<file path="src/cspr_defs.vh">
// Purpose: Shared constants for the CPU system pointer register group
// Assumes: Register indices are nibble system addresses; byte address = 4 * index
// Notes:   Included by bare name from the core design file only
`ifndef CSPR_DEFS_VH
`define CSPR_DEFS_VH

// ----------------------------------------------------------------
// Register indices (byte address is index times four)
// ----------------------------------------------------------------
`define CSPR_IDX_PTR3 7'h74
`define CSPR_IDX_PTR2 7'h75
`define CSPR_IDX_PTR1 7'h76
`define CSPR_IDX_PTR0 7'h77
`define CSPR_IDX_WINDOW 7'h78
`define CSPR_IDX_BANK 7'h79
`define CSPR_IDX_IXHIGH 7'h7a
`define CSPR_IDX_IXMID 7'h7b
`define CSPR_IDX_IXLOW 7'h7c
`define CSPR_IDX_STATUS 7'h7f

// ----------------------------------------------------------------
// Field positions
// ----------------------------------------------------------------
`define CSPR_HIGH_MPE_BIT 3
`define CSPR_STATUS_IXE_BIT 0

// ----------------------------------------------------------------
// Reset values
// ----------------------------------------------------------------
`define CSPR_PTR_RST 16'h0000
`define CSPR_WINDOW_RST 4'h0
`define CSPR_BANK_RST 4'h0
`define CSPR_NIB_RST 4'h0
`define CSPR_FLAG_RST 1'b0
`define CSPR_PTR_ONE 16'h0001

`endif
</file>
<file path="src/cspr_addr_modify.v">
// Purpose: Data memory address modification by index and row pointer
// Assumes: Data address is bank[10:7], row[6:4], column[3:0]
// Notes:   Purely combinational; sits in the address path of the core
`timescale 1ns/10ps
`default_nettype none

module cspr_addr_modify (
  input wire [10:0] data_index_offset,
  input wire index_modify_enable,
  input wire [6:0] row_pointer,
  input wire row_pointer_enable,
  input wire [10:0] dm_addr_in,
  input wire [10:0] ind_addr_in,
  output wire [10:0] dm_addr_out,
  output wire [10:0] ind_addr_out
);

  // ----------------------------------------------------------------
  // Index modification: bank, row and column ORed with the index
  // ----------------------------------------------------------------
  assign dm_addr_out = index_modify_enable ?
                       (dm_addr_in | data_index_offset) : dm_addr_in;

  // ----------------------------------------------------------------
  // Row pointer replaces bank and row of indirect transfer target
  // ----------------------------------------------------------------
  assign ind_addr_out = row_pointer_enable ?
                        {row_pointer, ind_addr_in[3:0]} : ind_addr_in;

endmodule // cspr_addr_modify

`default_nettype wire

</file>
<file path="src/cspr_core.v">
// Purpose: CPU system pointer registers: program address pointer, window,
//          bank selector, index offset and row pointer, on classic Wishbone
// Assumes: Single clock; core strobes are one-cycle pulses synchronous to clk
// Notes:   Resets other than rst_n arrive as synchronous one-cycle pulses
//
// Chosen here: the Wishbone interface to the registers.
`timescale 1ns/10ps
`default_nettype none
`include "cspr_defs.vh"

module cspr_core (
  input wire clk,
  input wire rst_n,
  input wire watchdog_stack_reset,
  input wire chip_enable_reset,
  input wire wb_cyc_i,
  input wire wb_stb_i,
  input wire wb_we_i,
  input wire [8:0] wb_adr_i,
  input wire [3:0] wb_sel_i,
  input wire [31:0] wb_dat_i,
  output reg [31:0] wb_dat_o,
  output reg wb_ack_o,
  input wire pointer_increment_op,
  input wire data_buffer_path_load,
  input wire [15:0] data_buffer_path_in,
  output wire [15:0] data_buffer_path_out,
  input wire file_read_op,
  input wire file_write_op,
  input wire [6:0] file_addr,
  input wire [3:0] peripheral_control_file_rdata,
  output reg pcf_write_strobe,
  output reg [6:0] pcf_addr,
  output reg [3:0] pcf_wdata,
  output wire [15:0] program_address_pointer,
  output wire [3:0] file_window_nibble,
  output wire [3:0] bank_select,
  output wire [10:0] data_index_offset,
  output wire [6:0] row_pointer,
  output wire index_modify_enable,
  output wire row_pointer_enable,
  input wire [10:0] dm_addr_in,
  input wire [10:0] ind_addr_in,
  output wire [10:0] dm_addr_out,
  output wire [10:0] ind_addr_out
);

  // ----------------------------------------------------------------
  // Storage
  // ----------------------------------------------------------------
  reg [15:0] ptr_q;
  reg [15:0] ptr_d;
  reg [3:0] window_q;
  reg [3:0] window_d;
  reg [3:0] bank_q;
  reg [3:0] bank_d;
  reg [2:0] ix_high_q;
  reg [2:0] ix_high_d;
  reg mpe_q;
  reg mpe_d;
  reg [3:0] ix_mid_q;
  reg [3:0] ix_mid_d;
  reg [3:0] ix_low_q;
  reg [3:0] ix_low_d;
  reg ixe_q;
  reg ixe_d;

  // ----------------------------------------------------------------
  // Bus decode
  // ----------------------------------------------------------------
  wire [6:0] reg_idx;
  wire bus_req;
  wire bus_wr;
  wire soft_reset;
  reg [3:0] rd_nib;
  reg rd_hit;

  assign reg_idx = wb_adr_i[8:2];
  assign bus_req = wb_cyc_i & wb_stb_i;
  // Write lands on the edge where ack is seen high by the master
  assign bus_wr = bus_req & wb_we_i & wb_ack_o & wb_sel_i[0];
  assign soft_reset = watchdog_stack_reset | chip_enable_reset;

  always @* begin
    rd_hit = 1'b1;
    rd_nib = 4'h0;
    if (reg_idx == `CSPR_IDX_PTR3) begin
      rd_nib = ptr_q[15:12];
    end else if (reg_idx == `CSPR_IDX_PTR2) begin
      rd_nib = ptr_q[11:8];
    end else if (reg_idx == `CSPR_IDX_PTR1) begin
      rd_nib = ptr_q[7:4];
    end else if (reg_idx == `CSPR_IDX_PTR0) begin
      rd_nib = ptr_q[3:0];
    end else if (reg_idx == `CSPR_IDX_WINDOW) begin
      rd_nib = window_q;
    end else if (reg_idx == `CSPR_IDX_BANK) begin
      rd_nib = bank_q;
    end else if (reg_idx == `CSPR_IDX_IXHIGH) begin
      rd_nib = {mpe_q, ix_high_q};
    end else if (reg_idx == `CSPR_IDX_IXMID) begin
      rd_nib = ix_mid_q;
    end else if (reg_idx == `CSPR_IDX_IXLOW) begin
      rd_nib = ix_low_q;
    end else if (reg_idx == `CSPR_IDX_STATUS) begin
      // Only the index enable lives here; other flags belong elsewhere
      rd_nib = {3'b000, ixe_q};
    end else begin
      rd_hit = 1'b0;
    end
  end

  // ----------------------------------------------------------------
  // Wishbone answer: one wait state, ack for one cycle
  // ----------------------------------------------------------------
  always @(posedge clk) begin
    if (!rst_n) begin
      wb_ack_o <= 1'b0;
      wb_dat_o <= 32'h0000_0000;
    end else begin
      wb_ack_o <= bus_req & ~wb_ack_o;
      // Unmapped indices still ack and read as zero so the bus never hangs
      if (bus_req & ~wb_ack_o & ~wb_we_i & rd_hit) begin
        wb_dat_o <= {28'h000_0000, rd_nib};
      end else begin
        wb_dat_o <= 32'h0000_0000;
      end
    end
  end

  // ----------------------------------------------------------------
  // Program address pointer
  // ----------------------------------------------------------------
  always @* begin
    ptr_d = ptr_q;
    if (data_buffer_path_load) begin
      ptr_d = data_buffer_path_in;
    end else if (bus_wr && reg_idx == `CSPR_IDX_PTR3) begin
      ptr_d[15:12] = wb_dat_i[3:0];
    end else if (bus_wr && reg_idx == `CSPR_IDX_PTR2) begin
      ptr_d[11:8] = wb_dat_i[3:0];
    end else if (bus_wr && reg_idx == `CSPR_IDX_PTR1) begin
      ptr_d[7:4] = wb_dat_i[3:0];
    end else if (bus_wr && reg_idx == `CSPR_IDX_PTR0) begin
      ptr_d[3:0] = wb_dat_i[3:0];
    end else if (pointer_increment_op) begin
      // All ones rolls to zero; no carry is reported anywhere
      ptr_d = ptr_q + `CSPR_PTR_ONE;
    end
  end

  // Full 16 bits are kept; the top of program memory is software's concern
  always @(posedge clk) begin
    if (!rst_n || soft_reset) begin
      ptr_q <= `CSPR_PTR_RST;
    end else begin
      ptr_q <= ptr_d;
    end
  end

  assign data_buffer_path_out = ptr_q;
  assign program_address_pointer = ptr_q;

  // ----------------------------------------------------------------
  // Window register and control file transfers
  // ----------------------------------------------------------------
  always @* begin
    window_d = window_q;
    if (file_read_op) begin
      window_d = peripheral_control_file_rdata;
    end else if (bus_wr && reg_idx == `CSPR_IDX_WINDOW) begin
      window_d = wb_dat_i[3:0];
    end
  end

  // Power-on value is arbitrary by nature; zero is used for clean simulation.
  // The other resets deliberately leave the window alone.
  always @(posedge clk) begin
    if (!rst_n) begin
      window_q <= `CSPR_WINDOW_RST;
    end else begin
      window_q <= window_d;
    end
  end

  always @(posedge clk) begin
    if (!rst_n) begin
      pcf_write_strobe <= 1'b0;
      pcf_addr <= 7'h00;
      pcf_wdata <= 4'h0;
    end else begin
      pcf_write_strobe <= file_write_op;
      if (file_write_op) begin
        pcf_addr <= file_addr;
        pcf_wdata <= window_q;
      end
    end
  end

  assign file_window_nibble = window_q;

  // ----------------------------------------------------------------
  // Bank selector
  // ----------------------------------------------------------------
  always @* begin
    bank_d = bank_q;
    // System area: no bank qualifier on this decode
    if (bus_wr && reg_idx == `CSPR_IDX_BANK) begin
      bank_d = wb_dat_i[3:0];
    end
  end

  always @(posedge clk) begin
    if (!rst_n || soft_reset) begin
      bank_q <= `CSPR_BANK_RST;
    end else begin
      bank_q <= bank_d;
    end
  end

  // Unimplemented banks are not trapped; value passes straight through
  assign bank_select = bank_q;

  // ----------------------------------------------------------------
  // Index offset and row pointer (shared upper storage)
  // ----------------------------------------------------------------
  always @* begin
    ix_high_d = ix_high_q;
    mpe_d = mpe_q;
    ix_mid_d = ix_mid_q;
    ix_low_d = ix_low_q;
    ixe_d = ixe_q;
    if (bus_wr && reg_idx == `CSPR_IDX_IXHIGH) begin
      ix_high_d = wb_dat_i[2:0];
      mpe_d = wb_dat_i[`CSPR_HIGH_MPE_BIT];
    end else if (bus_wr && reg_idx == `CSPR_IDX_IXMID) begin
      ix_mid_d = wb_dat_i[3:0];
    end else if (bus_wr && reg_idx == `CSPR_IDX_IXLOW) begin
      ix_low_d = wb_dat_i[3:0];
    end else if (bus_wr && reg_idx == `CSPR_IDX_STATUS) begin
      ixe_d = wb_dat_i[`CSPR_STATUS_IXE_BIT];
    end
  end

  always @(posedge clk) begin
    if (!rst_n || soft_reset) begin
      ix_high_q <= 3'b000;
      mpe_q <= `CSPR_FLAG_RST;
      ix_mid_q <= `CSPR_NIB_RST;
      ix_low_q <= `CSPR_NIB_RST;
      ixe_q <= `CSPR_FLAG_RST;
    end else begin
      ix_high_q <= ix_high_d;
      mpe_q <= mpe_d;
      ix_mid_q <= ix_mid_d;
      ix_low_q <= ix_low_d;
      ixe_q <= ixe_d;
    end
  end

  // One set of flops feeds both views, so a write to the high or middle nibble moves both
  assign data_index_offset = {ix_high_q, ix_mid_q, ix_low_q};
  assign row_pointer = {ix_high_q, ix_mid_q};
  assign index_modify_enable = ixe_q;
  assign row_pointer_enable = mpe_q;

  // ----------------------------------------------------------------
  // Address modification path
  // ----------------------------------------------------------------
  cspr_addr_modify u_addr_modify (
    .data_index_offset(data_index_offset),
    .index_modify_enable(ixe_q),
    .row_pointer(row_pointer),
    .row_pointer_enable(mpe_q),
    .dm_addr_in(dm_addr_in),
    .ind_addr_in(ind_addr_in),
    .dm_addr_out(dm_addr_out),
    .ind_addr_out(ind_addr_out)
  );

endmodule // cspr_core

`default_nettype wire

</file>
<file path="config.mk">
export PLATFORM = sky130hd
export DESIGN_NAME = cspr_core
export DESIGN_NICKNAME = d
export VERILOG_FILES = /design/src/cspr_addr_modify.v /design/src/cspr_core.v
export VERILOG_INCLUDE_DIRS = /design/src
export SDC_FILE = /design/constraint.sdc
export NUM_CORES = 1
export LEC_CHECK = 0
export ABC_CLOCK_PERIOD_IN_PS = 4900
export BUFFER_PORTS_ARGS = -buffer_cell sky130_fd_sc_hd__clkbuf_2
export CORE_MARGIN = 10
export CORE_UTILIZATION = 40
export DETAILED_ROUTE_END_ITERATION = 10
export GPL_TIMING_DRIVEN = 0
export HOLD_SLACK_MARGIN = 0.15
export PLACE_DENSITY_LB_ADDON = 0.1
export SETUP_SLACK_MARGIN = 0.15
export SYNTH_ARGS = -nofsm -noshare
export SYNTH_HDL_FRONTEND = slang
export SYNTH_HIERARCHICAL = 1
export SYNTH_SLANG_ARGS = --single-unit
</file>
<file path="constraint.sdc">
create_clock -name clk -period 4.9 [get_ports clk]
set_clock_uncertainty 0.2 [all_clocks]
set_input_delay 0.98 -clock clk [delete_from_list [all_inputs] [get_ports clk]]
set_output_delay 0.98 -clock clk [all_outputs]
set_load 0.03 [all_outputs]
</file>
==> key figures, run 1 <==
Pwr
  – Leakage: 2.41 nW
  – Gate power share: 0.266
  – Cell Int Power: 0.661 mW
  – Sw power: 0.339 mW
  – Power Dens Cells: 197 nW/um2
  – Clock Power Share: 0.274
  – Maximum vdd drop: 0.120 mV
  – Switching share of power: 0.339
  – Sequential share of power: 0.460

Clock network
  – # H-tree levels: 2
  – Total CTS buffers: 5
  – CTS hold repair buffers: 0
  – CTS tree: built
  – Clock Root Buffer: clkbuf_8
  – Max clock buf depth: 2
  – Post-CTS sizing: 0
  – Clock sink total: 54
  – Post-CTS setup buffers: 0
  – Worst-Skew Late Latency: 320 ps
  – CTS clk-pin slew, worst paths: 110 ps

Floorplanning
  – Die ar.: 14,100 um2
  – Number of cell rows: 35
  – CORE AREA: 9370 um2
  – Starting Density: 0.416
  – Ports: 232
  – Chip height: 119 um
  – Die X: 119 um

Synth
  – Synth warnings: 6
  – Post-synth cell types: 70
  – Post-synth top area share: 0.278
  – Most frequent cell after synthesis: buf_4
  – Ys flop type: dfxtp_1
  – Synth area leaders: dfxtp_1 28%, buf_4 11%, mux2i_1 5.7%, nand2_1 4.7%, a21oi_1 4.1%
  – Mapped Cells: 484
  – Number of enable flip-flop cells after synthesis: 0
  – FFs w/ async S/R, synth: 0
  – Post-Syn Area: 3890 um2
  – Area leader, netlist: dfxtp_1
  – Avg Synthesized Cell Area: 8.05 um2
  – Synth cell count leaders: 55 x buf_4, 54 x dfxtp_1, 49 x nand2_1, 32 x a21oi_1, 30 x nor2_1
  – Seq cells post-synth: 54
  – Sequential fraction of the synthesis area: 0.278

STA
  – Final setup violation count: 0
  – Min Tclk post-route: 2770 ps
  – Final Hold Fails: 0
  – RSZ-0062 raised after global routing: false
  – Setup TNS Final: 0 ps
  – Worst slew pin tran: 901 ps
  – Part of the cycle the worst path needs: 0.566
  – F_max: 360 MHz
  – Final WS setup: 2130 ps
  – Relative slew slack: 0.395
  – Pins Over Slew Limit: 0
  – Hold_ws: 282 ps

Critical path
  – CP max FO: 7
  – CP endpoint kind: flip-flop
  – CP required: 4900 ps
  – Startpoint types: input pin
  – Setup CP Type: in -> reg
  – Crit path DAT: 2780 ps

Place
  – GP Congestion: 0.992
  – Pre-CTS WS: 1780 ps
  – Port bufs: 162
  – DP HPWL: 11,500 um
  – DP Area: 4970 um2

Route
  – DRC: 0
  – DRT antenna net count: 0
  – Per-cell routed wire length: 17.4 um
  – 1st-pass router iterations: 5
  – Drt initial violations: 294
  – Vias per cell: 5.25
  – Routed WL: 14,100 um
  – Routed via count: 4,257

Final layout
  – Synth-to-layout area growth: 30.2%
  – Layout cells sized above 1: 0.389
  – Final core occ: 0.541
  – Fillers: 966
  – Fin nets: 786
  – Finished Cell Area: 5070 um2

GRT
  – First-pass GRT wire length: 22,400 um
  – Maximum number of pins on one net before global-route repair: 18
  – Global Route Usage Sum: 0.189
  – GRT Residual Overflow: 0
  – Initial antenna violation count: 0
  – Vias in the first global route: 4,197

Min path
  – Min-Delay Path Class: reg -> reg

Flow run
  – # Max-Cap Violations: 0

Status
  – Status: completed
-- stage by stage --
stage,instances,total power [mW]
finish,811,1.00
global placement,802,0.731
global route,810,1.05
CTS,810,1.01
detailed placement,802,0.732
floorplan,511,0.651
-- cells in the final DEF (no fill, tap or decap), types with 16 or more instances in the layout --
cell      synthesis  layout
a21oi_1          32      32
nand3_1          22      22
buf_4            55      55
dfxtp_1          54      54
clkbuf_2          0     162
o21ai_0          27      27
nor2b_1          16      16
conb_1            1      28
nor2_1           30      30
mux2i_1          22      22
nand2_1          49      49
clkbuf_1         16      16
-- power by group through the flow --
stage	clock network, mW	logic [mW]	registers, mW
floorplan	0	0.164	0.488
global placement	0	0.261	0.469
detailed placement	0	0.263	0.470
CTS	0.284	0.264	0.460
global route	0.297	0.287	0.462
finish	0.275	0.266	0.460
-- worst max-delay path, cell delays in order --
cell	delay, ps
clkbuf_2	110
nand3_1	180
o41ai_1	830
nand3_1	370
o21ai_0	250
a31oi_1	60
-- layout make-up --
class | count | area, um2 | share of cell area
multi-input cells | 362 | 2320 | 0.457
flip-flops and latches | 54 | 1080 | 0.213
repair buffers | 162 | 811 | 0.160
plain buffers | 85 | 561 | 0.111
well taps | 129 | 161 | 0.0318
clock buffers | 6 | 82.6 | 0.0163
inverters | 10 | 37.5 | 0.00740
clock inverters | 2 | 17.5 | 0.00345
diodes | 1 | 2.50 | 0.000493
-- sequential cells by signal, summed over array words and instances (netlist names) --
| signal | cells |
|---|---|
| data_buffer_path_out | 16 |
| pcf_addr | 7 |
| bank_select | 4 |
| file_window_nibble | 4 |
| ix_low_q | 4 |
| ix_mid_q | 4 |
| pcf_wdata | 4 |
| wb_dat_o | 4 |
| ix_high_q | 3 |
| index_modify_enable | 1 |
| pcf_write_strobe | 1 |
| row_pointer_enable | 1 |
| wb_ack_o | 1 |
-- per-layer routing --
metal | wire length, um | global-route usage | vias up
met3 | 1570 | 0.0685 | 16
met4 | 176 | 0.0412 | 0
met1 | 6300 | 0.246 | 1967
met5 | 0 | 0 | -
li1 | - | - | 2067
met2 | 6100 | 0.292 | 207
-- path summary, 6_finish.rpt --
kind	startpoint	endpoint	slack, ps	cells after the start
max	wb_adr_i[8]	data_buffer_path_out[3]	2130	6
min reg2reg	bank_select[1]	bank_select[1]	280	2
max reg2reg	data_buffer_path_out[0]	data_buffer_path_out[12]	2390	6
min	bank_select[1]	bank_select[1]	280	2
-- kinds of logic after synthesis --
family          share of synthesized area
simple gates                        0.235
compound gates                      0.230
buf+inv                             0.154
flops                               0.278
mux                                0.0951
xor+xnor                          0.00450
fa+ha+maj                         0.00321
other cells                      0.000963
Power figures use the tool's default switching activity.
==> inputs of run 2 (changes only) <==
Settings changed: ABC_CLOCK_PERIOD_IN_PS 4900 to 2800.
Clock period 4.9 ns to 2.8 ns, I/O delays scaled along.
==> key figures, run 2 (synthesis gave the netlist of run 1 again) <==
Status
  – Status: completed

GRT
  – Maximum number of pins on one net before global-route repair: 18 (unchanged)
  – First-pass GRT wire length: 22,400 um (unchanged)
  – Vias in the first global route: 4,197 (unchanged)
  – Initial antenna violation count: 0 (unchanged)
  – GRT Residual Overflow: 0 (unchanged)
  – Global Route Usage Sum: 0.189 (unchanged)

STA
  – Setup TNS Final: 0 ps (unchanged)
  – Relative slew slack: 0.395 (about the same)
  – Worst slew pin tran: 901 ps (-0.0981 ps)
  – Part of the cycle the worst path needs: 0.898
  – RSZ-0062 raised after global routing: false
  – F_max: 398 MHz
  – Pins Over Slew Limit: 0 (unchanged)
  – Min Tclk post-route: 2520 ps
  – Final Hold Fails: 0 (unchanged)
  – Final setup violation count: 0 (unchanged)

Floorplanning
  – Chip height: 119 um (unchanged)
  – Die X: 119 um (unchanged)
  – Die ar.: 14,100 um2 (unchanged)
  – CORE AREA: 9370 um2 (unchanged)
  – Ports: 232 (unchanged)
  – Starting Density: 0.416 (unchanged)
  – Number of cell rows: 35 (unchanged)

Final layout
  – Most frequent cells in the layout: 162 x clkbuf_2, 55 x buf_4, 54 x dfxtp_1
  – Fillers: 966 (unchanged)
  – Layout cells sized above 1: 0.391 (+0.00147)
  – Most common cell after layout, fill and taps aside: clkbuf_2
  – Synth-to-layout area growth: 30.3% (about the same)
  – Max reg flops: 16 (unchanged)
  – Fin nets: 786 (unchanged)
  – Final non-filler cell total: 810 (-0.12%)
  – Diode count: 0 (-1)

Route
  – DRC: 0 (unchanged)
  – Vias per cell: 5.25 (about the same)
  – Per-cell routed wire length: 17.5 um (+0.23%)
  – 1st-pass router iterations: 5 (unchanged)
  – Routed via count: 4,250 (-0.16%)
  – Routed WL: 14,200 um (+0.11%)
  – Drt initial violations: 301 (+2.4%)
  – DRT antenna net count: 0 (unchanged)

Pwr
  – Sw power: 0.597 mW (+76%)
  – Sequential share of power: 0.459 (about the same)
  – Switching share of power: 0.340 (+0.00112)
  – Cell Int Power: 1.16 mW (+75%)
  – Leakage: 2.41 nW (about the same)
  – Clock Power Share: 0.276 (+0.002)
  – Gate power share: 0.266 (about the same)
  – Power Dens Cells: 346 nW/um2 (+75%)
  – Maximum vdd drop: 0.210 mV (+76%)
  – Total power draw: 1.75 mW (+75%)

Critical path
  – Crit. Startpoint: wb_ack_o
  – CP max FO: 9 (+2)
  – RR Startpoint: wb_ack_o
  – Setup CP Type: reg -> reg
  – Startpoint types: flip-flop
  – Crit path DAT: 2520 ps (-260 ps)
  – CP required: 2810 ps (-2090 ps)
  – CP endpoint kind: flip-flop

Clock network
  – Clock Root Buffer: clkbuf_8
  – Clock sink total: 54 (unchanged)
  – CTS tree: built
  – Max clock buf depth: 2 (unchanged)
  – Total CTS buffers: 5 (unchanged)
  – Worst-Skew Late Latency: 320 ps (about the same)
  – # H-tree levels: 2 (unchanged)
  – CTS hold repair buffers: 0 (unchanged)
  – Post-CTS sizing: 0 (unchanged)
  – Post-CTS setup buffers: 0 (unchanged)
  – CTS clk-pin slew, worst paths: 110 ps (about the same)

Flow run
  – # Max-Cap Violations: 0 (unchanged)

Place
  – Total placed cells including tap cells: 802 (unchanged)
  – DP HPWL: 11,500 um (unchanged)
  – GP Congestion: 0.992 (unchanged)
  – Port bufs: 162 (unchanged)

Min path
  – Worst hold start: data_buffer_path_in[0]
  – Min-Delay Path Class: in -> reg
[run 2: cell types whose count changed in the layout (fill, tap and decap cells not counted)]
cell,change
nor3_1,-1
diode_2,-1
nor3_2,+1
[run 2: worst max-delay path: stages (launching register included)]
cell and delay, ps:
dfxtp_1 350, buf_6 150, nand4_4 150, o41ai_1 850, nand3_1 380, o21ai_0 260, a31oi_1 60
[run 2: metrics by stage]
step / setup slack [ps] / hold WS [ps] / instance area [um2] / utilization
2_1_floorplan: 609 / 390 / 4000 / -
3_3_place_gp: 107 / 263 / 4970 / 0.530
3_5_place_dp: 103 / 266 / 4970 / 0.530
4_1_cts: 306 / 255 / 5070 / 0.541
5_1_grt: 170 / 292 / 5070 / 0.541
6_report: 285 / 267 / 5070 / 0.541
[run 2: layout make-up]
class,instances,area (um2),share of cell area
clock buffer,6,82.6,0.0163
multi-input combinational,362,2320,0.458
inverter,10,37.5,0.00740
clock inverter,2,17.5,0.00345
tap,129,161,0.0318
buffer,85,561,0.110
timing repair buffer,162,811,0.160
sequential,54,1080,0.213
[run 2: power groups by stage]
stage          Sequential, mW  Clock [mW]  Combinational (mW)
5_1_grt                 0.808       0.519               0.502
3_3_place_gp            0.821           0               0.458
6_report                0.805       0.483               0.466
3_5_place_dp            0.822           0               0.460
4_1_cts                 0.805       0.496               0.461
2_1_floorplan           0.853           0               0.286
[run 2: worst paths after layout]
| check | to | slack, ps | depth (start not counted) |
|---|---|---|---|
| max | data_buffer_path_out[3] | 280 | 6 |
| min | data_buffer_path_out[0] | 270 | 3 |
| max reg2reg | data_buffer_path_out[3] | 280 | 6 |
| min reg2reg | bank_select[1] | 280 | 2 |
[run 2: routing by layer]
layer | routed length (um) | GRT usage | vias to the layer above
li1 | - | - | 2063
met1 | 6230 | 0.246 | 1950
met2 | 6100 | 0.292 | 220
met3 | 1660 | 0.0685 | 17
met4 | 174 | 0.0412 | 0
met5 | 0 | 0 | -
